### config.mk
export PLATFORM = sky130hd
export DESIGN_NAME = pll_control_registers
export DESIGN_NICKNAME = d
export VERILOG_FILES = /design/src/design/pll_ctrl_pkg.sv /design/src/design/pll_control_registers.sv /design/src/design/boost_timer.sv /design/src/design/lock_filter.sv
export SDC_FILE = /design/constraint.sdc
export NUM_CORES = 1
export LEC_CHECK = 0
export ABC_AREA = 1
export BUFFER_PORTS_ARGS = -buffer_cell sky130_fd_sc_hd__clkbuf_2
export CORE_UTILIZATION = 55
export CTS_BUF_LIST = sky130_fd_sc_hd__clkbuf_2
export CTS_CLUSTER_DIAMETER = 120
export CTS_CLUSTER_SIZE = 14
export DETAILED_ROUTE_END_ITERATION = 8
export HOLD_SLACK_MARGIN = 0.15
export MAX_ROUTING_LAYER = met4
export PLACE_DENSITY_LB_ADDON = 0.2
export SYNTH_ARGS = -nofsm -noshare
export SYNTH_HDL_FRONTEND = slang
export SYNTH_SLANG_ARGS = --single-unit
### constraint.sdc
create_clock -name mclk_i -period 1.7 [get_ports mclk_i]
set_input_delay 0.085 -clock mclk_i [delete_from_list [all_inputs] [get_ports mclk_i]]
set_output_delay 0.085 -clock mclk_i [all_outputs]
set_load 0.005 [all_outputs]
### src/design/pll_ctrl_pkg.sv
/*
  Shared constants and types of the synthesizer control register bank:
  serial frame layout, word addresses, field positions, prohibited-value
  limits, lock-detect thresholds and the packed structs that carry words.
  Assumes a single clock domain; no timing figures are held here.
*/
package pll_ctrl_pkg;

  // ****************************************************************
  // Serial frame
  // ****************************************************************
  localparam int WORD_W = 20;
  localparam int ADDR_W = 4;
  localparam int FRAME_W = 24;

  // ****************************************************************
  // Word addresses
  // ****************************************************************
  localparam logic [3:0] ADDR_AB = 4'h1;
  localparam logic [3:0] ADDR_PUMP = 4'h2;
  localparam logic [3:0] ADDR_DIV = 4'h3;
  localparam logic [3:0] ADDR_FUNC = 4'h4;
  localparam logic [3:0] ADDR_AUX = 4'h5;

  // ****************************************************************
  // Field positions
  // ****************************************************************
  localparam int AB_LSB = 0;
  localparam int AB_W = 19;
  localparam int FUNC_LSB = 0;
  localparam int FUNC_W = 19;
  localparam int DIV_LSB = 0;
  localparam int DIV_W = 16;
  localparam int PUMP_NORM_LSB = 0;
  localparam int PUMP_BOOST_LSB = 6;
  localparam int PUMP_FIELD_W = 4;
  localparam int AUX_ONE_BIT = 0;
  localparam int AUX_TWO_BIT = 1;

  // ****************************************************************
  // Codes, limits and reset values
  // ****************************************************************
  localparam logic [1:0] PRE_PROHIBITED = 2'h0;
  localparam logic [1:0] PRE_DIV16 = 2'h1;
  localparam logic [1:0] PRE_DIV32 = 2'h2;
  localparam logic [1:0] PRE_DIV64 = 2'h3;
  localparam logic [13:0] REF_DIV_MIN = 14'h0004;
  localparam logic [5:0] LOCK_CNT_7 = 6'h07;
  localparam logic [5:0] LOCK_CNT_15 = 6'h0F;
  localparam logic [5:0] LOCK_CNT_31 = 6'h1F;
  localparam logic [5:0] LOCK_CNT_63 = 6'h3F;
  localparam logic [12:0] DUR_ONE = 13'h0001;
  localparam logic [5:0] CNT_ONE = 6'h01;

  // ****************************************************************
  // Carriers
  // ****************************************************************
  typedef struct packed {
    logic [1:0] lock_count_sel;
    logic boost_enable;
    logic pump_tristate;
    logic pump_polarity;
    logic lock_detect_mode;
    logic [12:0] boost_duration;
  } func_cfg_t;

  typedef struct packed {
    logic [1:0] prescaler_sel;
    logic [13:0] ref_div;
  } div_cfg_t;

  typedef struct packed {
    logic [12:0] program_count;
    logic [5:0] swallow_count;
  } ab_cfg_t;

  typedef struct packed {
    logic [3:0] boost_pump_current;
    logic [3:0] normal_pump_current;
  } pump_cfg_t;

  localparam func_cfg_t FUNC_RESET = '0;
  localparam div_cfg_t DIV_RESET = '{prescaler_sel: PRE_DIV16, ref_div: REF_DIV_MIN};
  localparam ab_cfg_t AB_RESET = '0;
  localparam pump_cfg_t PUMP_RESET = '0;

  typedef enum logic {
    LOCK_HUNT = 1'b0,
    LOCK_HELD = 1'b1
  } lock_state_t;

  // Threshold for the digital lock filter
  function automatic logic [5:0] lock_threshold(input logic [1:0] sel);
    case (sel)
      2'h0: lock_threshold = LOCK_CNT_7;
      2'h1: lock_threshold = LOCK_CNT_15;
      2'h2: lock_threshold = LOCK_CNT_31;
      default: lock_threshold = LOCK_CNT_63;
    endcase
  endfunction : lock_threshold

endpackage : pll_ctrl_pkg

### src/design/pll_control_registers.sv
/*
  Control register bank of an integer-N synthesizer, loaded over a
  three-wire serial write port (clock, data, latch enable).
  Assumes the serial pins are asynchronous to mclk_i and that the serial
  clock runs well below a quarter of mclk_i; PD tick, window and analog
  lock inputs come from logic on mclk_i.
*/
//
// Functional notes
// - Prescaler code 01 is 16/17, 10 is 32/33, 11 is 64/65, and 00 is never to be used.
// - The reference divider is a 14-bit count from 4 to 16383; 0 to 3 are never to be used.
// - Lock-count select 00, 01, 10, 11 gives thresholds 7, 15, 31 and 63.
// - With boost enable low the boost current and duration are ignored; high, both apply.
// - Pump tri-state low keeps the pumps active; high turns the pump output off.
// - Pump polarity low is positive and high is negative, for both pump currents.
// - Lock mode low selects digital lock detect and high selects analog lock detect.
// - Boost current stays on for duration times the PD period, then turns off.
// - Bit D1 of the aux word drives the second aux output.
// - Bit D0 of the aux word drives the first aux output.
// - Function and aux words take effect at once, independently of the others.
// - Divider and pump words are buffered and applied only on the next A/B write.
`timescale 1ns/10ps
`default_nettype none
module pll_control_registers
  import pll_ctrl_pkg::*;
(
  input wire logic mclk_i,
  input wire logic sys_rst_i,
  input wire logic ser_clk_i,
  input wire logic ser_data_i,
  input wire logic ser_latch_i,
  input wire logic pd_tick_i,
  input wire logic pd_in_window_i,
  input wire logic analog_lock_i,
  output logic [1:0] prescaler_sel_o,
  output logic [13:0] ref_div_o,
  output logic [5:0] swallow_count_o,
  output logic [12:0] program_count_o,
  output logic commit_o,
  output logic [3:0] pump_current_o,
  output logic pump_enable_o,
  output logic pump_polarity_o,
  output logic boost_active_o,
  output logic lock_o,
  output logic aux_output_one_o,
  output logic aux_output_two_o
);

  // ****************************************************************
  // Serial pin synchronisers
  // ****************************************************************
  logic [2:0] sclk_q;
  logic [2:0] latch_q;
  logic [1:0] data_q;
  logic sclk_rise;
  logic latch_rise;

  // Two flops per pin; the third tap only feeds the edge detector
  always_ff @(posedge mclk_i) begin
    if (sys_rst_i) begin
      sclk_q <= '0;
      latch_q <= '0;
      data_q <= '0;
    end else begin
      sclk_q <= {sclk_q[1:0], ser_clk_i};
      latch_q <= {latch_q[1:0], ser_latch_i};
      data_q <= {data_q[0], ser_data_i};
    end
  end

  assign sclk_rise = sclk_q[1] & ~sclk_q[2];
  assign latch_rise = latch_q[1] & ~latch_q[2];

  // ****************************************************************
  // Frame shifter
  // ****************************************************************
  logic [FRAME_W-1:0] shift;
  logic [FRAME_W-1:0] next_shift;
  logic [WORD_W-1:0] word;
  logic [ADDR_W-1:0] addr;

  // MSB first: twenty data bits, then four address bits
  always_comb begin
    next_shift = shift;
    if (sclk_rise) begin
      next_shift = {shift[FRAME_W-2:0], data_q[1]};
    end
  end

  always_ff @(posedge mclk_i) begin
    if (sys_rst_i) begin
      shift <= '0;
    end else begin
      shift <= next_shift;
    end
  end

  assign word = shift[FRAME_W-1:ADDR_W];
  assign addr = shift[ADDR_W-1:0];

  // ****************************************************************
  // Word storage and commit
  // ****************************************************************
  func_cfg_t func_cfg;
  func_cfg_t next_func_cfg;
  div_cfg_t div_buf;
  div_cfg_t next_div_buf;
  div_cfg_t div_act;
  div_cfg_t next_div_act;
  pump_cfg_t pump_buf;
  pump_cfg_t next_pump_buf;
  pump_cfg_t pump_act;
  pump_cfg_t next_pump_act;
  ab_cfg_t ab_act;
  ab_cfg_t next_ab_act;
  logic [1:0] aux;
  logic [1:0] next_aux;
  logic next_commit;
  div_cfg_t div_word;
  pump_cfg_t pump_word;
  func_cfg_t func_word;

  assign func_word = word[FUNC_LSB +: FUNC_W];
  assign div_word = word[DIV_LSB +: DIV_W];
  assign pump_word = '{boost_pump_current: word[PUMP_BOOST_LSB +: PUMP_FIELD_W],
                       normal_pump_current: word[PUMP_NORM_LSB +: PUMP_FIELD_W]};

  // Decode the latched frame; unknown addresses are dropped
  always_comb begin
    next_func_cfg = func_cfg;
    next_div_buf = div_buf;
    next_div_act = div_act;
    next_pump_buf = pump_buf;
    next_pump_act = pump_act;
    next_ab_act = ab_act;
    next_aux = aux;
    next_commit = 1'b0;
    if (latch_rise) begin
      case (addr)
        ADDR_FUNC: begin
          next_func_cfg = func_word;
        end
        ADDR_AUX: begin
          next_aux = {word[AUX_TWO_BIT], word[AUX_ONE_BIT]};
        end
        ADDR_DIV: begin
          // A prohibited code would stall the dividers, so it never reaches the buffer
          if (div_word.prescaler_sel != PRE_PROHIBITED && div_word.ref_div >= REF_DIV_MIN) begin
            next_div_buf = div_word;
          end
        end
        ADDR_PUMP: begin
          next_pump_buf = pump_word;
        end
        ADDR_AB: begin
          next_ab_act = word[AB_LSB +: AB_W];
          next_div_act = div_buf;
          next_pump_act = pump_buf;
          next_commit = 1'b1;
        end
        default: begin
          next_commit = 1'b0;
        end
      endcase
    end
  end

  always_ff @(posedge mclk_i) begin
    if (sys_rst_i) begin
      func_cfg <= FUNC_RESET;
      div_buf <= DIV_RESET;
      div_act <= DIV_RESET;
      pump_buf <= PUMP_RESET;
      pump_act <= PUMP_RESET;
      ab_act <= AB_RESET;
      aux <= '0;
      commit_o <= 1'b0;
    end else begin
      func_cfg <= next_func_cfg;
      div_buf <= next_div_buf;
      div_act <= next_div_act;
      pump_buf <= next_pump_buf;
      pump_act <= next_pump_act;
      ab_act <= next_ab_act;
      aux <= next_aux;
      commit_o <= next_commit;
    end
  end

  // ****************************************************************
  // Boost timer and lock filter
  // ****************************************************************
  logic boost_on;
  logic digital_lock;

  boost_timer u_boost_timer (
    .mclk_i(mclk_i),
    .sys_rst_i(sys_rst_i),
    .enable_i(func_cfg.boost_enable),
    .start_i(commit_o),
    .pd_tick_i(pd_tick_i),
    .duration_i(func_cfg.boost_duration),
    .active_o(boost_on)
  );

  lock_filter u_lock_filter (
    .mclk_i(mclk_i),
    .sys_rst_i(sys_rst_i),
    .pd_tick_i(pd_tick_i),
    .in_window_i(pd_in_window_i),
    .threshold_i(lock_threshold(func_cfg.lock_count_sel)),
    .locked_o(digital_lock)
  );

  // ****************************************************************
  // Registered outputs
  // ****************************************************************
  logic [3:0] next_pump_current;
  logic next_lock;

  // Boost current only while the timer runs; the lock source follows mode
  always_comb begin
    next_pump_current = boost_on ? pump_act.boost_pump_current
                                 : pump_act.normal_pump_current;
    next_lock = func_cfg.lock_detect_mode ? analog_lock_i : digital_lock;
  end

  always_ff @(posedge mclk_i) begin
    if (sys_rst_i) begin
      prescaler_sel_o <= DIV_RESET.prescaler_sel;
      ref_div_o <= DIV_RESET.ref_div;
      swallow_count_o <= '0;
      program_count_o <= '0;
      pump_current_o <= '0;
      pump_enable_o <= 1'b0;
      pump_polarity_o <= 1'b0;
      boost_active_o <= 1'b0;
      lock_o <= 1'b0;
      aux_output_one_o <= 1'b0;
      aux_output_two_o <= 1'b0;
    end else begin
      prescaler_sel_o <= div_act.prescaler_sel;
      ref_div_o <= div_act.ref_div;
      swallow_count_o <= ab_act.swallow_count;
      program_count_o <= ab_act.program_count;
      pump_current_o <= next_pump_current;
      pump_enable_o <= ~func_cfg.pump_tristate;
      pump_polarity_o <= func_cfg.pump_polarity;
      boost_active_o <= boost_on;
      lock_o <= next_lock;
      aux_output_one_o <= aux[0];
      aux_output_two_o <= aux[1];
    end
  end

  // ****************************************************************
  // Checks
  // ****************************************************************
  // Aux pins follow their word two edges after the latch is seen
  a_aux_write_drives: assert property (@(posedge mclk_i) disable iff (sys_rst_i)
    latch_rise && addr == ADDR_AUX |-> ##2
    aux_output_two_o == $past(word[AUX_TWO_BIT], 2) &&
    aux_output_one_o == $past(word[AUX_ONE_BIT], 2))
    else $error("aux pins not updated");
  // Function bits reach the pump pins with no commit in between
  a_func_write_now: assert property (@(posedge mclk_i) disable iff (sys_rst_i)
    latch_rise && addr == ADDR_FUNC |-> ##2
    pump_enable_o == !$past(func_word.pump_tristate, 2) &&
    pump_polarity_o == $past(func_word.pump_polarity, 2))
    else $error("function word not immediate");
  // A divider write alone must not move the live dividers
  a_div_held_back: assert property (@(posedge mclk_i) disable iff (sys_rst_i)
    latch_rise && addr == ADDR_DIV |=> $stable(div_act))
    else $error("divider applied early");
  // An A/B write carries the buffered divider word to the pins
  a_commit_applies: assert property (@(posedge mclk_i) disable iff (sys_rst_i)
    latch_rise && addr == ADDR_AB |-> ##2 commit_o == 1'b0 &&
    ref_div_o == $past(div_buf.ref_div, 2) &&
    prescaler_sel_o == $past(div_buf.prescaler_sel, 2))
    else $error("commit lost");
  // The buffer never holds a prohibited divider setting
  a_no_bad_ref: assert property (@(posedge mclk_i) disable iff (sys_rst_i)
    div_buf.ref_div >= REF_DIV_MIN && div_buf.prescaler_sel != PRE_PROHIBITED)
    else $error("prohibited divider buffered");
  // Two disabled cycles leave only the normal current on the pump
  a_pump_select: assert property (@(posedge mclk_i) disable iff (sys_rst_i)
    !func_cfg.boost_enable ##1 !func_cfg.boost_enable |=>
    pump_current_o == $past(pump_act.normal_pump_current))
    else $error("boost current used while disabled");
  // Analog mode passes the lock input through one register
  a_lock_source: assert property (@(posedge mclk_i) disable iff (sys_rst_i)
    func_cfg.lock_detect_mode |=> lock_o == $past(analog_lock_i))
    else $error("lock source wrong");
  // Digital mode passes the filter result through one register
  a_lock_digital: assert property (@(posedge mclk_i) disable iff (sys_rst_i)
    !func_cfg.lock_detect_mode |=> lock_o == $past(digital_lock))
    else $error("digital lock source wrong");

endmodule : pll_control_registers
`default_nettype wire

### src/design/boost_timer.sv
/*
  Fast-lockup timer: holds the boost pump current on for a programmed
  number of phase-detector cycles after each frequency commit.
  Assumes pd_tick_i is a one-cycle pulse on mclk_i, one per PD cycle.
*/
`timescale 1ns/10ps
`default_nettype none
module boost_timer
  import pll_ctrl_pkg::*;
(
  input wire logic mclk_i,
  input wire logic sys_rst_i,
  input wire logic enable_i,
  input wire logic start_i,
  input wire logic pd_tick_i,
  input wire logic [12:0] duration_i,
  output logic active_o
);

  logic [12:0] count;
  logic [12:0] next_count;
  logic next_active;

  // Load on commit, count PD ticks, drop when the last one passes
  always_comb begin
    next_count = count;
    next_active = active_o;
    if (!enable_i) begin
      next_count = '0;
      next_active = 1'b0;
    end else if (start_i) begin
      next_count = duration_i;
      next_active = (duration_i != '0);
    end else if (active_o && pd_tick_i) begin
      next_count = count - DUR_ONE;
      next_active = (count != DUR_ONE);
    end
  end

  always_ff @(posedge mclk_i) begin
    if (sys_rst_i) begin
      count <= '0;
      active_o <= 1'b0;
    end else begin
      count <= next_count;
      active_o <= next_active;
    end
  end

  a_boost_disabled_off: assert property (@(posedge mclk_i) disable iff (sys_rst_i)
    !enable_i |=> !active_o) else $error("boost on while disabled");
  a_boost_restart_load: assert property (@(posedge mclk_i) disable iff (sys_rst_i)
    enable_i && start_i && duration_i != '0 |=> active_o && count == $past(duration_i))
    else $error("boost timer did not restart");
  a_boost_expiry: assert property (@(posedge mclk_i) disable iff (sys_rst_i)
    enable_i && !start_i && active_o && pd_tick_i && count == DUR_ONE |=> !active_o)
    else $error("boost did not end after last cycle");
  a_boost_holds_on: assert property (@(posedge mclk_i) disable iff (sys_rst_i)
    enable_i && !start_i && active_o && !pd_tick_i |=> active_o && $stable(count))
    else $error("boost dropped between ticks");

endmodule : boost_timer
`default_nettype wire

### src/design/lock_filter.sv
/*
  Digital lock-detect filter: counts consecutive in-window phase
  comparisons and declares lock at the selected threshold.
  Assumes pd_tick_i marks each comparison and in_window_i is valid with it.
*/
`timescale 1ns/10ps
`default_nettype none
module lock_filter
  import pll_ctrl_pkg::*;
(
  input wire logic mclk_i,
  input wire logic sys_rst_i,
  input wire logic pd_tick_i,
  input wire logic in_window_i,
  input wire logic [5:0] threshold_i,
  output logic locked_o
);

  lock_state_t state;
  lock_state_t next_state;
  logic [5:0] run;
  logic [5:0] next_run;

  // One miss clears the run; the threshold run declares lock
  always_comb begin
    next_state = state;
    next_run = run;
    case (state)
      LOCK_HUNT: begin
        if (pd_tick_i && !in_window_i) begin
          next_run = '0;
        end else if (pd_tick_i) begin
          next_run = run + CNT_ONE;
          if (run + CNT_ONE >= threshold_i) begin
            next_state = LOCK_HELD;
          end
        end
      end
      LOCK_HELD: begin
        if (pd_tick_i && !in_window_i) begin
          next_state = LOCK_HUNT;
          next_run = '0;
        end
      end
      default: begin
        next_state = LOCK_HUNT;
        next_run = '0;
      end
    endcase
  end

  always_ff @(posedge mclk_i) begin
    if (sys_rst_i) begin
      state <= LOCK_HUNT;
      run <= '0;
      locked_o <= 1'b0;
    end else begin
      state <= next_state;
      run <= next_run;
      locked_o <= (next_state == LOCK_HELD);
    end
  end

  a_lock_drop_miss: assert property (@(posedge mclk_i) disable iff (sys_rst_i)
    pd_tick_i && !in_window_i |=> !locked_o) else $error("lock kept after miss");
  a_lock_needs_run: assert property (@(posedge mclk_i) disable iff (sys_rst_i)
    $rose(locked_o) |-> $past(run) + CNT_ONE >= $past(threshold_i))
    else $error("lock declared before threshold");

endmodule : lock_filter
`default_nettype wire

==> impl_metrics.json <==
{
  "run_status": "complete, but fails checks",
  "violations": "design-rule violations, negative setup slack",
  "slew_headroom_pct": 68.5,
  "drive_gt1_share_pct": 13.6,
  "critPathRequiredTime_ns": 2.38,
  "pwr-share-clk_pct": 33.4,
  "comb_power_share_pct": 4.2,
  "ff2ff_path_depth": 6,
  "rr_endpoint": "u_lock_filter.run[3]",
  "num_vias": 5415,
  "finalSetupViolCount": 1,
  "finalInstanceArea_sq_mm": 0.00761,
  "cpPeakStageDelay_ns": 0.57,
  "syn_avg_cell_area_sq_um": 8.17,
  "viasPerCell": 5.16,
  "power_density_mw_per_mm2": 945,
  "ys_warn_count": 0,
  "grtUsageTotal_pct": 25.4,
  "worst_pin_slew_ns": 0.473,
  "cts_made_buffers": 17,
  "num_rows": 39,
  "finalHoldViolations": 0,
  "post_drt_wl_per_cell_um": 14.0,
  "place_ws_ns": 0.184,
  "post-route-period-util_pct": 102,
  "layout.nets": 907,
  "syn_inst": 817,
  "grt_pass1_wl_um": 24400,
  "sequentialPowerShare_pct": 62.4,
  "dpl_cell_area_sq_mm": 0.00711,
  "synth_top_cell_area_share_pct": 55.8,
  "ff2ff_setup_slack_ns": 0.12,
  "die_y_um": 112,
  "crit_chain": "dlygate4sd3_1 -> clkbuf_2 -> buf_4 -> a21oi_1 -> dlygate4sd3_1 -> o21ai_0 -> dlygate4sd3_1 -> a21oi_1",
  "slew_viol_final": 0,
  "irDropWorstVdd_v": 0.00101,
  "post-route-worst-setup-slack_ns": -0.0326,
  "route.detailed.drc": 1,
  "synth_largest_area_cell": "dfxtp_1",
  "drv_cap": 0,
  "drtAntennaViolNets": 0,
  "path_clk_slew_ns": 0.23,
  "grt_max_degree": 86,
  "r2r-start": "u_lock_filter.locked_o",
  "layout_common_cells": "184 x dfxtp_1, 150 x nor2_1, 132 x inv_1",
  "antenna_found_initial": 1,
  "overflow": 0,
  "mostFrequentLayoutCell": "dfxtp_1",
  "fin_crit_ns": 1.73,
  "pin_count": 54,
  "grt_pass1_vias": 5061,
  "path_class": "in2reg",
  "clock_path_buffers": 2,
  "slowest_stage": "dlygate4sd3_1",
  "cts_tree": "built",
  "rsz0062_at_grt": "no",
  "initial_core_util_pct": 57.5,
  "syn-num-nets": 832,
  "synth_area_sq_mm": 0.00668,
  "intPower_uw": 5410,
  "cp_num_cells": 8,
  "post_cts_buffers": 0,
  "gp_congestion": 0.858,
  "synth_seq_cells": 186,
  "synth.yosys.seq_area_share_pct": 55.8,
  "crit_end": "u_lock_filter.locked_o",
  "hp-class": "in2reg",
  "finClkSkew_ns": 0.0239,
  "core_area_sq_mm": 0.0116,
  "root_buffer": "clkbuf_2",
  "crit_arrival_ns": 2.41,
  "critPathTopFamily": "buffers and inverters",
  "die_area_sq_mm": 0.0126,
  "drt_pass1_iterations": 7,
  "synth_area_leaders": "dfxtp_1 56%, nor2_1 8.4%, inv_1 7.5%, o21ai_0 5.8%, a21oi_1 4.4%",
  "cp-start-kind": "input pin",
  "port_buffers": 53,
  "p_leak_uw": 0.00343,
  "p_sw_uw": 1790,
  "critical_path_buf_inv_count": 5,
  "critPathCaptureType": "flip-flop",
  "fmax_ghz": 0.577,
  "insertion_delay_ns": 0.74,
  "swShare_pct": 24.8,
  "path_max_fanout": 4,
  "crit_path_start": "sys_rst_i",
  "fp.dieW_um": 112,
  "dp_hpwl_um": 9800,
  "crit_top_cell": "dlygate4sd3_1",
  "ys_types": 34,
  "cts.htree.levels": 4,
  "routed_wl_um": 14700,
  "drt_iter0_drc": 338,
  "cts_num_sinks": 186,
  "fillCellCount": 1029,
  "syn2layout_area_growth_pct": 13.9
}
==> worst min path at each step <==
stage,startpoint,end,slack (ns),cells after the start
after floorplan,ser_data_i,data_q[0],0.19,2
after global placement,ser_data_i,data_q[0],0.28,3
after detailed placement,ser_latch_i,latch_q[0],0.29,3
after CTS,pd_in_window_i,u_lock_filter.run[5],0.22,6
after global routing,pd_in_window_i,u_lock_filter.run[2],0.20,6
final,pd_in_window_i,u_lock_filter.run[2],0.27,6
==> cells by family after synthesis <==
kind of cell	after synthesis	synth area share, %
simple gates	251	15.9
flops	186	55.8
buf+inv	174	10.6
fa+ha+maj	7	1.31
compound gates	191	15.3
xor+xnor	8	1.05
==> synth_stat cells <==
| master | count |
|---|---|
| nand2_2 | 1 |
| buf_6 | 1 |
| buf_4 | 5 |
| a21oi_1 | 59 |
| nor2_4 | 5 |
| nand2_4 | 1 |
| o21ai_1 | 7 |
| inv_2 | 3 |
| nor2_2 | 1 |
| buf_8 | 1 |
| nand4_1 | 5 |
| inv_1 | 133 |
| xnor2_1 | 2 |
| nand3_1 | 22 |
| xor2_1 | 6 |
| o211ai_1 | 5 |
| buf_2 | 14 |
| nand3b_4 | 1 |
| a2bb2oi_1 | 1 |
| clkinv_1 | 1 |
| inv_4 | 1 |
| a22oi_1 | 1 |
| nor2_1 | 150 |
| dfxtp_1 | 186 |
| ha_1 | 7 |
| and2_1 | 1 |
| o22ai_1 | 36 |
| nor4_1 | 1 |
| o21ai_0 | 78 |
| a31oi_1 | 4 |
| nor3_1 | 2 |
| clkbuf_1 | 15 |
| nand2_1 | 60 |
| nand3_2 | 1 |
==> worst register-to-register path: cells and delay by family, from the launching register on <==
family                 cells  cell delay, ns
AOI/OAI and AO/OA          2            0.29
buffers and inverters      3            0.78
DFF                        1            0.44
and+or+nand+nor            1            0.05
==> area by class of cell <==
| cell class | instances | area, sq um | area share, % |
|---|---|---|---|
| sequential | 186 | 3730 | 49.0 |
| antenna | 1 | 2.50 | 0.0329 |
| tap | 143 | 179 | 2.35 |
| multi-input combinational | 457 | 2250 | 29.6 |
| timing repair buffer | 92 | 644 | 8.47 |
| clock inverter | 15 | 196 | 2.58 |
| clock buffer | 17 | 85.1 | 1.12 |
| inverter | 138 | 524 | 6.89 |
==> what timing repair did <==
| action | 4_1_cts | 5_1_grt |
|---|---|---|
| resized for setup | 0 | 5 |
| endpoints found under the hold margin | 186 | 0 |
| setup endpoints to repair | 0 | 5 |
| hold buffers | 19 | 0 |
==> layer usage <==
layer | global-route usage [%] | wire length [um]
met3 | 5.72 | 642
met4 | 9.42 | 239
met1 | 31.9 | 6830
met5 | - | 0
met2 | 40.3 | 7010
==> sequential cells by signal (all words and copies together), names as in the netlist, 8 cells and up <==
signal,flops
div_buf,16
program_count_o,13
ab_act,19
div_act,16
shift,23
ref_div_o,14
pump_buf,8
u_boost_timer.count,13
pump_act,8
func_cfg,19
==> power groups by stage <==
stage | combinational [uW] | sequential (uW) | clock (uW)
after floorplan | 181 | 4550 | 0
after global placement | 257 | 4560 | 0
after detailed placement | 265 | 4560 | 0
after CTS | 302 | 4480 | 2460
after global routing | 340 | 4500 | 2630
final | 304 | 4490 | 2400
==> through the flow <==
step           cells  setup TNS [ns]  hold WS [ns]  utilization [%]  total power [uW]
2_1_floorplan    817               0         0.192                -              4730
3_3_place_gp     997               0         0.279             61.2              4820
6_report        1049         -0.0326         0.273             65.5              7190
5_1_grt         1049               0         0.200             65.5              7470
4_1_cts         1048               0         0.224             65.4              7240
3_5_place_dp     997               0         0.286             61.2              4830
(Power assumes the default switching activity.)
